<file path="src/rtl/nvm_ctrl_cfg.svh">
// offsets, field positions, reset values and codes of the nvm control block
`ifndef NVM_CTRL_CFG_SVH
`define NVM_CTRL_CFG_SVH

`define NVM_ADDR_W 4
`define NVM_OFS_CTRL 4'h0
`define NVM_OFS_IRQ_STATUS 4'h4
`define NVM_OFS_IRQ_MASK 4'h8

`define NVM_BIT_READ_START 0
`define NVM_BIT_WRITE_START 1
`define NVM_BIT_WRITE_PERMIT 2
`define NVM_BIT_WRITE_ERROR 3
`define NVM_BIT_ROW_ERASE 4
`define NVM_BIT_PROG_SELECT 7

`define NVM_EVT_W 3
`define NVM_EVT_WRITE_DONE 0
`define NVM_EVT_WRITE_ERROR 1
`define NVM_EVT_READ_DONE 2

`define NVM_CTRL_RESET 8'h00
`define NVM_IRQ_RESET 3'h0

`define NVM_RESP_OKAY 2'b00
`define NVM_RESP_DECERR 2'b11

`endif

</file>
<file path="src/rtl/nvm_ctrl_pkg.sv">
// types shared by the nvm control block
package nvm_ctrl_pkg;

  typedef struct packed {
    logic write_go;
    logic read_go;
    logic abort;
    logic busy;
    logic erase;
    logic prog_select;
  } engine_cmd_type;

  typedef struct packed {
    logic write_done;
    logic master_clear_reset;
    logic watchdog_timer;
  } engine_stat_type;

  typedef enum logic [1:0] {
    WR_IDLE = 2'b00,
    WR_BUSY = 2'b01
  } wr_state_type;

endpackage : nvm_ctrl_pkg

</file>
<file path="src/rtl/nvm_event_flags.sv">
// sticky event status with mask and one level interrupt output
`timescale 1ns/1ps
`default_nettype none
`include "nvm_ctrl_cfg.svh"

module nvm_event_flags (
  input wire logic mclk,
  input wire logic reset,
  input wire logic [`NVM_EVT_W-1:0] events,
  input wire logic clear_en,
  input wire logic [`NVM_EVT_W-1:0] clear_bits,
  input wire logic mask_en,
  input wire logic [`NVM_EVT_W-1:0] mask_bits,
  output logic [`NVM_EVT_W-1:0] status_r,
  output logic [`NVM_EVT_W-1:0] mask_r,
  output logic irq_r
);

  logic [`NVM_EVT_W-1:0] status_nxt;

  // a new event wins over a write-one-to-clear in the same cycle
  always_comb begin
    status_nxt = status_r;
    if (clear_en) begin
      status_nxt = status_nxt & ~clear_bits;
    end
    status_nxt = status_nxt | events;
  end

  always_ff @(posedge mclk) begin
    if (reset) begin
      status_r <= `NVM_IRQ_RESET;
    end else begin
      status_r <= status_nxt;
    end
  end

  always_ff @(posedge mclk) begin
    if (reset) begin
      mask_r <= `NVM_IRQ_RESET;
    end else if (mask_en) begin
      mask_r <= mask_bits;
    end
  end

  always_ff @(posedge mclk) begin
    if (reset) begin
      irq_r <= 1'b0;
    end else begin
      irq_r <= |(status_nxt & (mask_en ? mask_bits : mask_r));
    end
  end

endmodule : nvm_event_flags
`default_nettype wire

</file>
<file path="src/rtl/nvm_rw_control_bits.sv">
// control and status bits for nonvolatile reads and self-timed writes
//
// Notes on behaviour
// - error flag stays 0 after a write that completed normally
// - flagged error leaves memory select and row erase unchanged
// - erase or write cycles only while write permit is 1
// - setting write start launches an eeprom or program memory cycle
// - cycle is self-timed; hardware clears write start when done
// - software can only set write start, writing 0 does nothing
// - read start launches a one-cycle read, then hardware clears it
// - read start cannot be set while program memory is selected
// - master clear or watchdog reset during a write sets the error flag
// - row erase set erases the addressed row, cleared when erase completes
`timescale 1ns/1ps
`default_nettype none
`include "nvm_ctrl_cfg.svh"

module nvm_rw_control_bits (
  input wire logic mclk,
  input wire logic reset,
  input wire logic [`NVM_ADDR_W-1:0] s_axi_awaddr,
  input wire logic s_axi_awvalid,
  output logic s_axi_awready,
  input wire logic [31:0] s_axi_wdata,
  input wire logic [3:0] s_axi_wstrb,
  input wire logic s_axi_wvalid,
  output logic s_axi_wready,
  output logic [1:0] s_axi_bresp,
  output logic s_axi_bvalid,
  input wire logic s_axi_bready,
  input wire logic [`NVM_ADDR_W-1:0] s_axi_araddr,
  input wire logic s_axi_arvalid,
  output logic s_axi_arready,
  output logic [31:0] s_axi_rdata,
  output logic [1:0] s_axi_rresp,
  output logic s_axi_rvalid,
  input wire logic s_axi_rready,
  input wire nvm_ctrl_pkg::engine_stat_type eng_stat,
  output nvm_ctrl_pkg::engine_cmd_type eng_cmd,
  output logic irq
);
  import nvm_ctrl_pkg::*;

  // bus write side
  logic aw_held_r;
  logic w_held_r;
  logic [`NVM_ADDR_W-1:0] awaddr_r;
  logic [31:0] wdata_r;
  logic [3:0] wstrb_r;
  logic bvalid_r;
  logic [1:0] bresp_r;
  // bus read side
  logic rvalid_r;
  logic [31:0] rdata_r;
  logic [1:0] rresp_r;

  // control bits
  wr_state_type wr_state_r;
  logic read_start_r;
  logic write_permit_r;
  logic write_error_flag_r;
  logic row_erase_enable_r;
  logic program_memory_select_r;
  engine_cmd_type cmd_r;

  logic [`NVM_EVT_W-1:0] status;
  logic [`NVM_EVT_W-1:0] mask;
  logic irq_r;

  logic do_write;
  logic ctrl_wr;
  logic abort_evt;
  logic write_go;
  logic read_go;
  logic write_done;
  logic write_busy;
  logic [7:0] wbyte;
  logic [`NVM_EVT_W-1:0] events;

  function automatic logic mapped(input logic [`NVM_ADDR_W-1:0] a);
    mapped = (a == `NVM_OFS_CTRL) || (a == `NVM_OFS_IRQ_STATUS) ||
             (a == `NVM_OFS_IRQ_MASK);
  endfunction : mapped

  function automatic logic hit(input logic [`NVM_ADDR_W-1:0] a,
                               input logic [`NVM_ADDR_W-1:0] ofs);
    hit = (a == ofs);
  endfunction : hit

  // reset value of one control bit, picked out of the packed reset word
  function automatic logic ctrl_reset_bit(input int pos);
    logic [7:0] word;
    word = `NVM_CTRL_RESET;
    ctrl_reset_bit = word[pos];
  endfunction : ctrl_reset_bit

  // control word as software reads it; bits without a meaning read 0
  function automatic logic [31:0] ctrl_word(input logic prog_sel,
                                            input logic row_erase,
                                            input logic wr_err,
                                            input logic permit,
                                            input logic wr_busy,
                                            input logic rd_start);
    logic [31:0] w;
    w = 32'h0000_0000;
    w[`NVM_BIT_PROG_SELECT] = prog_sel;
    w[`NVM_BIT_ROW_ERASE] = row_erase;
    w[`NVM_BIT_WRITE_ERROR] = wr_err;
    w[`NVM_BIT_WRITE_PERMIT] = permit;
    w[`NVM_BIT_WRITE_START] = wr_busy;
    w[`NVM_BIT_READ_START] = rd_start;
    ctrl_word = w;
  endfunction : ctrl_word

  // address and data are taken in either order, response after both
  assign do_write = aw_held_r && w_held_r && !bvalid_r;
  assign wbyte = wdata_r[7:0];
  assign ctrl_wr = do_write && hit(awaddr_r, `NVM_OFS_CTRL) && wstrb_r[0];
  assign write_busy = (wr_state_r == WR_BUSY);
  assign abort_evt = write_busy &&
                     (eng_stat.master_clear_reset || eng_stat.watchdog_timer);
  assign write_done = write_busy && eng_stat.write_done && !abort_evt;

  assign write_go = ctrl_wr && wbyte[`NVM_BIT_WRITE_START] &&
                    write_permit_r && (wr_state_r == WR_IDLE);

  assign read_go = ctrl_wr && wbyte[`NVM_BIT_READ_START] &&
                   !program_memory_select_r && !read_start_r;

  always_ff @(posedge mclk) begin
    if (reset) begin
      aw_held_r <= 1'b0;
      awaddr_r <= '0;
    end else if (s_axi_awvalid && s_axi_awready) begin
      aw_held_r <= 1'b1;
      awaddr_r <= s_axi_awaddr;
    end else if (do_write) begin
      aw_held_r <= 1'b0;
    end
  end

  always_ff @(posedge mclk) begin
    if (reset) begin
      w_held_r <= 1'b0;
      wdata_r <= 32'h0000_0000;
      wstrb_r <= 4'h0;
    end else if (s_axi_wvalid && s_axi_wready) begin
      w_held_r <= 1'b1;
      wdata_r <= s_axi_wdata;
      wstrb_r <= s_axi_wstrb;
    end else if (do_write) begin
      w_held_r <= 1'b0;
    end
  end

  // ready flops drop the cycle an item is taken, so no second item slips in
  always_ff @(posedge mclk) begin
    if (reset) begin
      s_axi_awready <= 1'b0;
    end else begin
      s_axi_awready <= !aw_held_r && !(s_axi_awvalid && s_axi_awready) &&
                       !bvalid_r && !do_write;
    end
  end

  always_ff @(posedge mclk) begin
    if (reset) begin
      s_axi_wready <= 1'b0;
    end else begin
      s_axi_wready <= !w_held_r && !(s_axi_wvalid && s_axi_wready) &&
                      !bvalid_r && !do_write;
    end
  end

  always_ff @(posedge mclk) begin
    if (reset) begin
      bvalid_r <= 1'b0;
    end else if (do_write) begin
      bvalid_r <= 1'b1;
    end else if (bvalid_r && s_axi_bready) begin
      bvalid_r <= 1'b0;
    end
  end

  // unmapped offsets answer with a decode error and change nothing
  always_ff @(posedge mclk) begin
    if (reset) begin
      bresp_r <= `NVM_RESP_OKAY;
    end else if (do_write) begin
      bresp_r <= mapped(awaddr_r) ? `NVM_RESP_OKAY : `NVM_RESP_DECERR;
    end
  end

  always_ff @(posedge mclk) begin
    if (reset) begin
      s_axi_arready <= 1'b0;
    end else begin
      s_axi_arready <= !rvalid_r && !(s_axi_arvalid && s_axi_arready);
    end
  end

  always_ff @(posedge mclk) begin
    if (reset) begin
      rvalid_r <= 1'b0;
      rdata_r <= 32'h0000_0000;
      rresp_r <= `NVM_RESP_OKAY;
    end else if (s_axi_arvalid && s_axi_arready) begin
      rvalid_r <= 1'b1;
      rresp_r <= mapped(s_axi_araddr) ? `NVM_RESP_OKAY : `NVM_RESP_DECERR;
      rdata_r <= 32'h0000_0000;
      if (hit(s_axi_araddr, `NVM_OFS_CTRL)) begin
        rdata_r <= ctrl_word(program_memory_select_r, row_erase_enable_r,
                             write_error_flag_r, write_permit_r,
                             write_busy, read_start_r);
      end else if (hit(s_axi_araddr, `NVM_OFS_IRQ_STATUS)) begin
        rdata_r[`NVM_EVT_W-1:0] <= status;
      end else if (hit(s_axi_araddr, `NVM_OFS_IRQ_MASK)) begin
        rdata_r[`NVM_EVT_W-1:0] <= mask;
      end
    end else if (rvalid_r && s_axi_rready) begin
      rvalid_r <= 1'b0;
    end
  end

  // write cycle tracking; the state is the write start bit
  always_ff @(posedge mclk) begin
    if (reset) begin
      wr_state_r <= WR_IDLE;
    end else begin
      case (wr_state_r)
        WR_IDLE: begin
          if (write_go) begin
            wr_state_r <= WR_BUSY;
          end
        end
        WR_BUSY: begin
          if (write_done || abort_evt) begin
            wr_state_r <= WR_IDLE;
          end
        end
        default: begin
          wr_state_r <= WR_IDLE;
        end
      endcase
    end
  end

  always_ff @(posedge mclk) begin
    if (reset) begin
      read_start_r <= ctrl_reset_bit(`NVM_BIT_READ_START);
    end else begin
      read_start_r <= read_go;
    end
  end

  always_ff @(posedge mclk) begin
    if (reset) begin
      write_permit_r <= ctrl_reset_bit(`NVM_BIT_WRITE_PERMIT);
    end else if (ctrl_wr) begin
      write_permit_r <= wbyte[`NVM_BIT_WRITE_PERMIT];
    end
  end

  // selection is frozen while a cycle runs so the engine sees stable inputs
  always_ff @(posedge mclk) begin
    if (reset) begin
      program_memory_select_r <= ctrl_reset_bit(`NVM_BIT_PROG_SELECT);
    end else if (ctrl_wr && wr_state_r == WR_IDLE) begin
      program_memory_select_r <= wbyte[`NVM_BIT_PROG_SELECT];
    end
  end

  always_ff @(posedge mclk) begin
    if (reset) begin
      row_erase_enable_r <= ctrl_reset_bit(`NVM_BIT_ROW_ERASE);
    end else if (write_done && row_erase_enable_r) begin
      row_erase_enable_r <= 1'b0;
    end else if (ctrl_wr && wr_state_r == WR_IDLE) begin
      row_erase_enable_r <= wbyte[`NVM_BIT_ROW_ERASE];
    end
  end

  always_ff @(posedge mclk) begin
    if (reset) begin
      write_error_flag_r <= ctrl_reset_bit(`NVM_BIT_WRITE_ERROR);
    end else if (abort_evt) begin
      write_error_flag_r <= 1'b1;
    end else if (write_done) begin
      write_error_flag_r <= 1'b0;
    end else if (ctrl_wr) begin
      write_error_flag_r <= wbyte[`NVM_BIT_WRITE_ERROR];
    end
  end

  always_ff @(posedge mclk) begin
    if (reset) begin
      cmd_r <= '0;
    end else begin
      cmd_r.write_go <= write_go;
      cmd_r.read_go <= read_go;
      cmd_r.abort <= abort_evt;
      cmd_r.busy <= write_busy ? !(write_done || abort_evt) : write_go;
      cmd_r.erase <= row_erase_enable_r;
      cmd_r.prog_select <= program_memory_select_r;
    end
  end

  always_comb begin
    events = '0;
    events[`NVM_EVT_WRITE_DONE] = write_done;
    events[`NVM_EVT_WRITE_ERROR] = abort_evt;
    events[`NVM_EVT_READ_DONE] = read_start_r;
  end

  nvm_event_flags u_flags (
    .mclk(mclk),
    .reset(reset),
    .events(events),
    .clear_en(do_write && hit(awaddr_r, `NVM_OFS_IRQ_STATUS) && wstrb_r[0]),
    .clear_bits(wdata_r[`NVM_EVT_W-1:0]),
    .mask_en(do_write && hit(awaddr_r, `NVM_OFS_IRQ_MASK) && wstrb_r[0]),
    .mask_bits(wdata_r[`NVM_EVT_W-1:0]),
    .status_r(status),
    .mask_r(mask),
    .irq_r(irq_r)
  );

  assign s_axi_bvalid = bvalid_r;
  assign s_axi_bresp = bresp_r;
  assign s_axi_rvalid = rvalid_r;
  assign s_axi_rdata = rdata_r;
  assign s_axi_rresp = rresp_r;
  assign eng_cmd = cmd_r;
  assign irq = irq_r;

endmodule : nvm_rw_control_bits
`default_nettype wire

</file>
<file path="config.mk">
export PLATFORM = sky130hd
export DESIGN_NAME = nvm_rw_control_bits
export DESIGN_NICKNAME = d
export VERILOG_FILES = /design/src/rtl/nvm_ctrl_pkg.sv /design/src/rtl/nvm_event_flags.sv /design/src/rtl/nvm_rw_control_bits.sv
export VERILOG_INCLUDE_DIRS = /design/src /design/src/rtl
export SDC_FILE = /design/constraint.sdc
export NUM_CORES = 1
export LEC_CHECK = 0
export BUFFER_PORTS_ARGS = -buffer_cell sky130_fd_sc_hd__buf_2
export CAP_MARGIN = 15
export CORE_ASPECT_RATIO = 1.4
export CORE_MARGIN = 1.5
export CORE_UTILIZATION = 40
export CTS_CLUSTER_SIZE = 20
export DETAILED_ROUTE_END_ITERATION = 16
export PLACE_DENSITY_LB_ADDON = 0.12
export SLEW_MARGIN = 20
export SYNTH_ARGS = -nofsm -noshare
export SYNTH_HDL_FRONTEND = slang
export SYNTH_SLANG_ARGS = --single-unit
</file>
<file path="constraint.sdc">
create_clock -name mclk -period 3.59 [get_ports mclk]
set_clock_uncertainty 0.2 [all_clocks]
set_input_delay 0.359 -clock mclk [delete_from_list [all_inputs] [get_ports mclk]]
set_output_delay 0.359 -clock mclk [all_outputs]
set_load 0.01 [all_outputs]
</file>
# == Word-level counts from Yosys, hierarchy flattened ==
# Cells that the tools add are included.
# totals
word_cells,120
output_inout_bits,48
inputBits,54
regBits,75
# op_classes
eq_ne,7
muxes,22
reduce_logical,60
bitwise_logic,4
# op_table
op,n
$logic_and A1 B1 Y1,31
$mux W3,5
$logic_not A1 Y1,12
$mux W1,11
$eq A4 B3 Y1 const B,2
$eq A4 B4 Y1 const B,2
$logic_not A4 Y1,2
$mux W2,4
$reduce_bool A2 Y1,4
$and A3 B3 Y3,2
$logic_or A1 B1 Y1,6
$mux W5,1
$pmux W2 S2,1
$not A3 Y3,1
$or A3 B3 Y3,1
$reduce_bool A3 Y1,1
$reduce_or A3 Y1,1
$eq A2 B1 Y1 const B,1
$logic_not A2 Y1,1
$ne A2 B1 Y1 const B,1
$ne A2 B2 Y1 const B,1
$reduce_and A2 Y1,1
$reduce_or A2 Y1,1

# == Depth between registers and ports, before layout ==
# logic_depth
ltp_word,9
ltp_mapped,6
mapped_depth_nobuf,5

# == Cells and area by module ==
# Synthesis repeated with hierarchy kept, for this count alone.
# hier_totals
cells_unflattened,223
area_unflattened_um2,1908.1
# modules_own_cells
module,area_each_um2,cells_each,seq_area_each_um2,n_inst
nvm_rw_control_bits,1644.1,196,740.7,1
nvm_event_flags,264.0,27,140.1,1

# == Least setup slack after synthesis ==
# OpenSTA, ideal clock, no wires.
# synth_timing
path_type,register -> register
start,register awaddr_r[1]
end,register row_erase_enable_r
path_buffers,1
synth_period_minus_slack_ns,1.984
setup_time_ns,0.103
path_stages_with_launch,7
required_time_ns,3.287
setup_slack_ns,1.606
arrival_ns,1.680
cell_sequence,dfxtp_1 > or4b_1 > or3_1 > buf_6 > nor2_4 > nor2_1 > a2111oi_2
# synth_between
elab_chain_cells,4
# synth_rtl
element,line,rtl
"start, declared",nvm_rw_control_bits.sv:47,logic [`NVM_ADDR_W-1:0] awaddr_r;
"start signal, assigned",nvm_rw_control_bits.sv:136,awaddr_r <= s_axi_awaddr;
$logic_not A4 Y1,nvm_rw_control_bits.sv:87,hit = (a == ofs);
$logic_and A1 B1 Y1 (2 in series),nvm_rw_control_bits.sv:118,"assign ctrl_wr = do_write && hit(awaddr_r, `NVM_OFS_CTRL) && wstrb_r[0];"
$logic_and A1 B1 Y1,nvm_rw_control_bits.sv:278,end else if (ctrl_wr && wr_state_r == WR_IDLE) begin
"end signal, assigned",nvm_rw_control_bits.sv:275,row_erase_enable_r <= ctrl_reset_bit(`NVM_BIT_ROW_ERASE);
"end signal, assigned",nvm_rw_control_bits.sv:279,row_erase_enable_r <= wbyte[`NVM_BIT_ROW_ERASE];
"end, declared",nvm_rw_control_bits.sv:62,logic row_erase_enable_r;
# Every way passes these cells.
# A chain may end at the register's enable or synchronous reset.

# == Worst setup path after layout ==
# layout_timing
start,"register bvalid_r, in the netlist s_axi_bvalid"
end,register u_flags.irq_r
# layout_between
elab_chain_cells,8
elab_cells_between_ends,11
classes_between,mux (2); bitwise (2); reduce/logical (7)
# layout_rtl
element,line,rtl
"start, declared",nvm_rw_control_bits.sv:50,logic bvalid_r;
"start signal, assigned",nvm_rw_control_bits.sv:177,bvalid_r <= 1'b0;
"start signal, assigned",nvm_rw_control_bits.sv:179,bvalid_r <= 1'b1;
"start signal, assigned",nvm_rw_control_bits.sv:181,bvalid_r <= 1'b0;
$logic_not A1 Y1 (*),nvm_rw_control_bits.sv:116,assign do_write = aw_held_r && w_held_r && !bvalid_r;
$logic_and A1 B1 Y1 (*),nvm_rw_control_bits.sv:116,
$logic_and A1 B1 Y1 (2 in series),nvm_rw_control_bits.sv:319,".clear_en(do_write && hit(awaddr_r, `NVM_OFS_IRQ_STATUS) && wstrb_r[0]),"
$mux W3,nvm_event_flags.sv:24,if (clear_en) begin
$or A3 B3 Y3,nvm_event_flags.sv:27,status_nxt = status_nxt | events;
$and A3 B3 Y3 (*),nvm_event_flags.sv:50,irq_r <= |(status_nxt & (mask_en ? mask_bits : mask_r));
$reduce_or A3 Y1 (*),nvm_event_flags.sv:50,
"end signal, assigned",nvm_event_flags.sv:50,
"end, declared",nvm_event_flags.sv:16,output logic irq_r
# Every way passes the cells marked *; elsewhere a longest branch is shown, timed or not.

==> key figures <==
Layout
  – Non-Filler Instances: about 320
  – # nets final: around 310
  – Layout cells sized above 1: roughly 22%
  – N_diodes: 0
  – Area growth from synthesis to layout: 13.25%
  – Utilization after layout: between 40% and 50%

Drt
  – Residual DRC count: 0
  – Drt pass-1 iters: 4
  – WL per Instance: between 10 and 15 um
  – Via count: about 1,500
  – Final ANT Viol Nets: 0
  – Starting DRT DRC Count: slightly below 80
  – DR vias/cell: ~4.6
  – Post-Route WL: around 3700 um

GRT
  – Number of global-route vias before repair: ~1,300
  – First-pass GRT wire length: ~5900 um
  – Initial antenna violation count: 0
  – Total track usage: around 15%
  – Grt ovf: 0
  – Largest net degree at the start of global routing: 45

Clocking
  – CTS Buffer Depth: 2
  – Root buf cell: clkbuf_8
  – Post-CTS Hold Buffers: 0
  – Post-CTS Setup Bufs: 0
  – Post-CTS resize count: 0
  – Clk slew on worst S/H paths: 80 ps
  – Clock buffer count from CTS: 5
  – Clk Latency, worst-skew pair: 300 ps
  – CTS tree: done
  – CTS Sinks: 44
  – CTS H-tree lvls: 2

Logic synthesis
  – Avg Inst Size Synth: between 8 and 9 um2
  – Area share of the largest cell type after synthesis: 46.65%
  – Cell accounting for the most synthesized area: dfxtp_1
  – Distinct cells, synth: 36
  – Ys async rst share: 0%
  – YS warnings: 0
  – Sequential-to-total area share from yosys stat: 46.65%
  – Top FF cell, synth: dfxtp_1
  – EDFF count, synth: 0
  – Ranking of synthesized cells by area: dfxtp_1 (47%), buf_4 (12%), nand2_1 (5.6%), a21oi_1 (4.8%), mux2i_1 (4.2%)
  – Syn Inst Count: 214
  – Mapped cell area: between 0.0015 and 0.002 mm2
  – Synth Register Bits: 44

Floorplan
  – Starting density of the core: 41.63%
  – Ports: between 100 and 150
  – Die width: roughly 61 um
  – Die H: 84.29 um
  – Core ar.: between 0.004 and 0.005 mm2
  – Die ar.: ~0.0051 mm2
  – Core Rows: 29

Timing
  – Worst-Margin Slew: approximately 840 ps
  – Fin crit period: around 2200 ps
  – Fin Setup TNS: 0 ps
  – RSZ-0062 raised after global routing: false
  – Hold Vio Cnt, Final: 0
  – Worst hold slack: 66.08 ps
  – Max-slew headroom: between 40% and 50%
  – Final Setup Violations: 0
  – FMAX: 459.4 MHz
  – Final period utilization: 60.63%
  – Number of max-slew violations in the final report: 0

Placement
  – Detailed placement HPWL: between 2000 and 3000 um
  – Placer Congestion: approximately 0.75
  – Port Buffers: 46
  – Dpl cells: 309

Pwr
  – Switch share: 23.88%
  – Seq pwr share: a little over half
  – Combinational share of power: between 7 and 8%
  – Cell Pwr Density: between 400 and 500 mW/mm2
  – Sw Pwr: 229.6 uW
  – Peak supply drop: approximately 0.27 mV
  – Clk pwr share: roughly two fifths
  – Static leakage: between 0.9 and 1 nW
  – Pint: about 730 uW

Critical path
  – CP peak stage delay: roughly 700 ps
  – Worst EP required: 3530 ps
  – Reg2reg setup slack: 1410 ps
  – CP max stage cell: nor4_1
  – Crit path max fanout: 7
  – CP Launch Type: flip-flop
  – Critical Path AT: between 2000 and 2500 ps
  – Crit Path Class: reg -> reg
  – Kind of end point of the critical path: flip-flop
  – CP cell instances: nand2b_1 > nor4_1 > mux2i_1 > o22a_1 > o22ai_1

Hold path
  – Worst Hold Class: in -> reg

Run
  – Max-cap violation count: 0

Outcome
  – Status: finished, final reports clean
==> cell type report <==
class                           count  area [um2]
Timing Repair Buffer               46       230.2
Inverter                            4       15.01
Multi-Input combinational cell    153       823.3
Fill cell                         471        2397
Clock inverter                      3       42.54
Sequential cell                    44       880.8
Tap cell                           62       77.57
Clock buffer                        5       68.82
==> per-layer routing <==
layer  track usage [%]  vias to the layer above  wire (um)
met5                 0                        -          0
met4             5.929                        0         64
met3             4.622                        6        228
met2             24.76                       43       1924
met1             18.18                      662       1481
li1                  -                      758          -
==> state kept, by name (all words and copies together), names as in the netlist, 3 cells and up <==
name and count:
u_flags.status_r 3, eng_cmd 6, s_axi_rdata 6, awaddr_r 4
wdata_r 6, u_flags.mask_r 3
==> cell usage in the layout (no fill, tap or decap), types with 2 or more instances in the layout <==
| cell type | count |
|---|---|
| nand3_1 | 4 |
| conb_1 | 26 |
| a22oi_1 | 6 |
| a21oi_1 | 18 |
| buf_2 | 46 |
| a211oi_1 | 3 |
| nand4b_1 | 2 |
| inv_1 | 4 |
| nor2b_1 | 5 |
| dfxtp_1 | 44 |
| o21ai_0 | 6 |
| clkbuf_8 | 5 |
| nand2_1 | 28 |
| mux2i_1 | 8 |
| nor4_1 | 4 |
| a2111oi_0 | 2 |
| nor3_1 | 4 |
| nand2b_1 | 3 |
| nor2_1 | 18 |
==> kinds of logic after synthesis <==
| logic type | Yosys count | synth area share [%] |
|---|---|---|
| simple gates | 75 | 19.28 |
| compound gates | 44 | 14.91 |
| flops | 44 | 46.65 |
| buf+inv | 42 | 14.71 |
| mux | 8 | 4.241 |
| other cells | 1 | 0.1986 |
==> power groups by stage <==
stage          clock [mW]  combinational, mW  sequential (mW)
2_1_floorplan           0             0.0658            0.525
3_3_place_gp            0             0.0720            0.525
3_5_place_dp            0             0.0718            0.525
4_1_cts             0.387             0.0721            0.513
5_1_grt             0.412             0.0817            0.516
6_report            0.377             0.0715            0.513
==> cells in the mapped netlist, types with 2 or more instances <==
master and count:
nor2b_1 5, o21ai_0 6, nand2_1 28, buf_4 30
nand3_1 4, nor3_1 4, a22oi_1 6, inv_1 4
clkbuf_1 7, mux2i_1 8, a21oi_1 18, a2111oi_0 2
nor4_1 4, nor2_1 18, a211oi_1 3, dfxtp_1 44
nand2b_1 3, nand4b_1 2
==> final timing paths <==
path	start	to	cells past startpoint
worst min-delay path	s_axi_arvalid	s_axi_arready$_SDFF_PP0_	2
worst min register to register	s_axi_rvalid$_SDFFE_PP0P_	s_axi_arready$_SDFF_PP0_	1
worst max register to register	s_axi_bvalid$_SDFFE_PP0P_	u_flags.irq_r$_SDFF_PP0_	5
worst max-delay path	s_axi_bvalid$_SDFFE_PP0P_	u_flags.irq_r$_SDFF_PP0_	5
==> metrics by stage <==
stage | power, mW | area [um2] | worst slack [ps]
floorplan | 0.5905 | 1982 | 1606
global placement | 0.5966 | 2027 | 1389
detailed placement | 0.5967 | 2027 | 1447
CTS | 0.9722 | 2138 | 1404
global route | 1.010 | 2138 | 1165
finish | 0.9615 | 2138 | 1413
==> critical path, delay by kind of cell (launching register included) <==
kind,cells,cell delay [ps]
AND/OR/NAND/NOR,2,910
multiplexers,1,310
flip-flops,1,370
AO/OA/AOI/OAI,2,240
(Power assumes the default switching activity.)
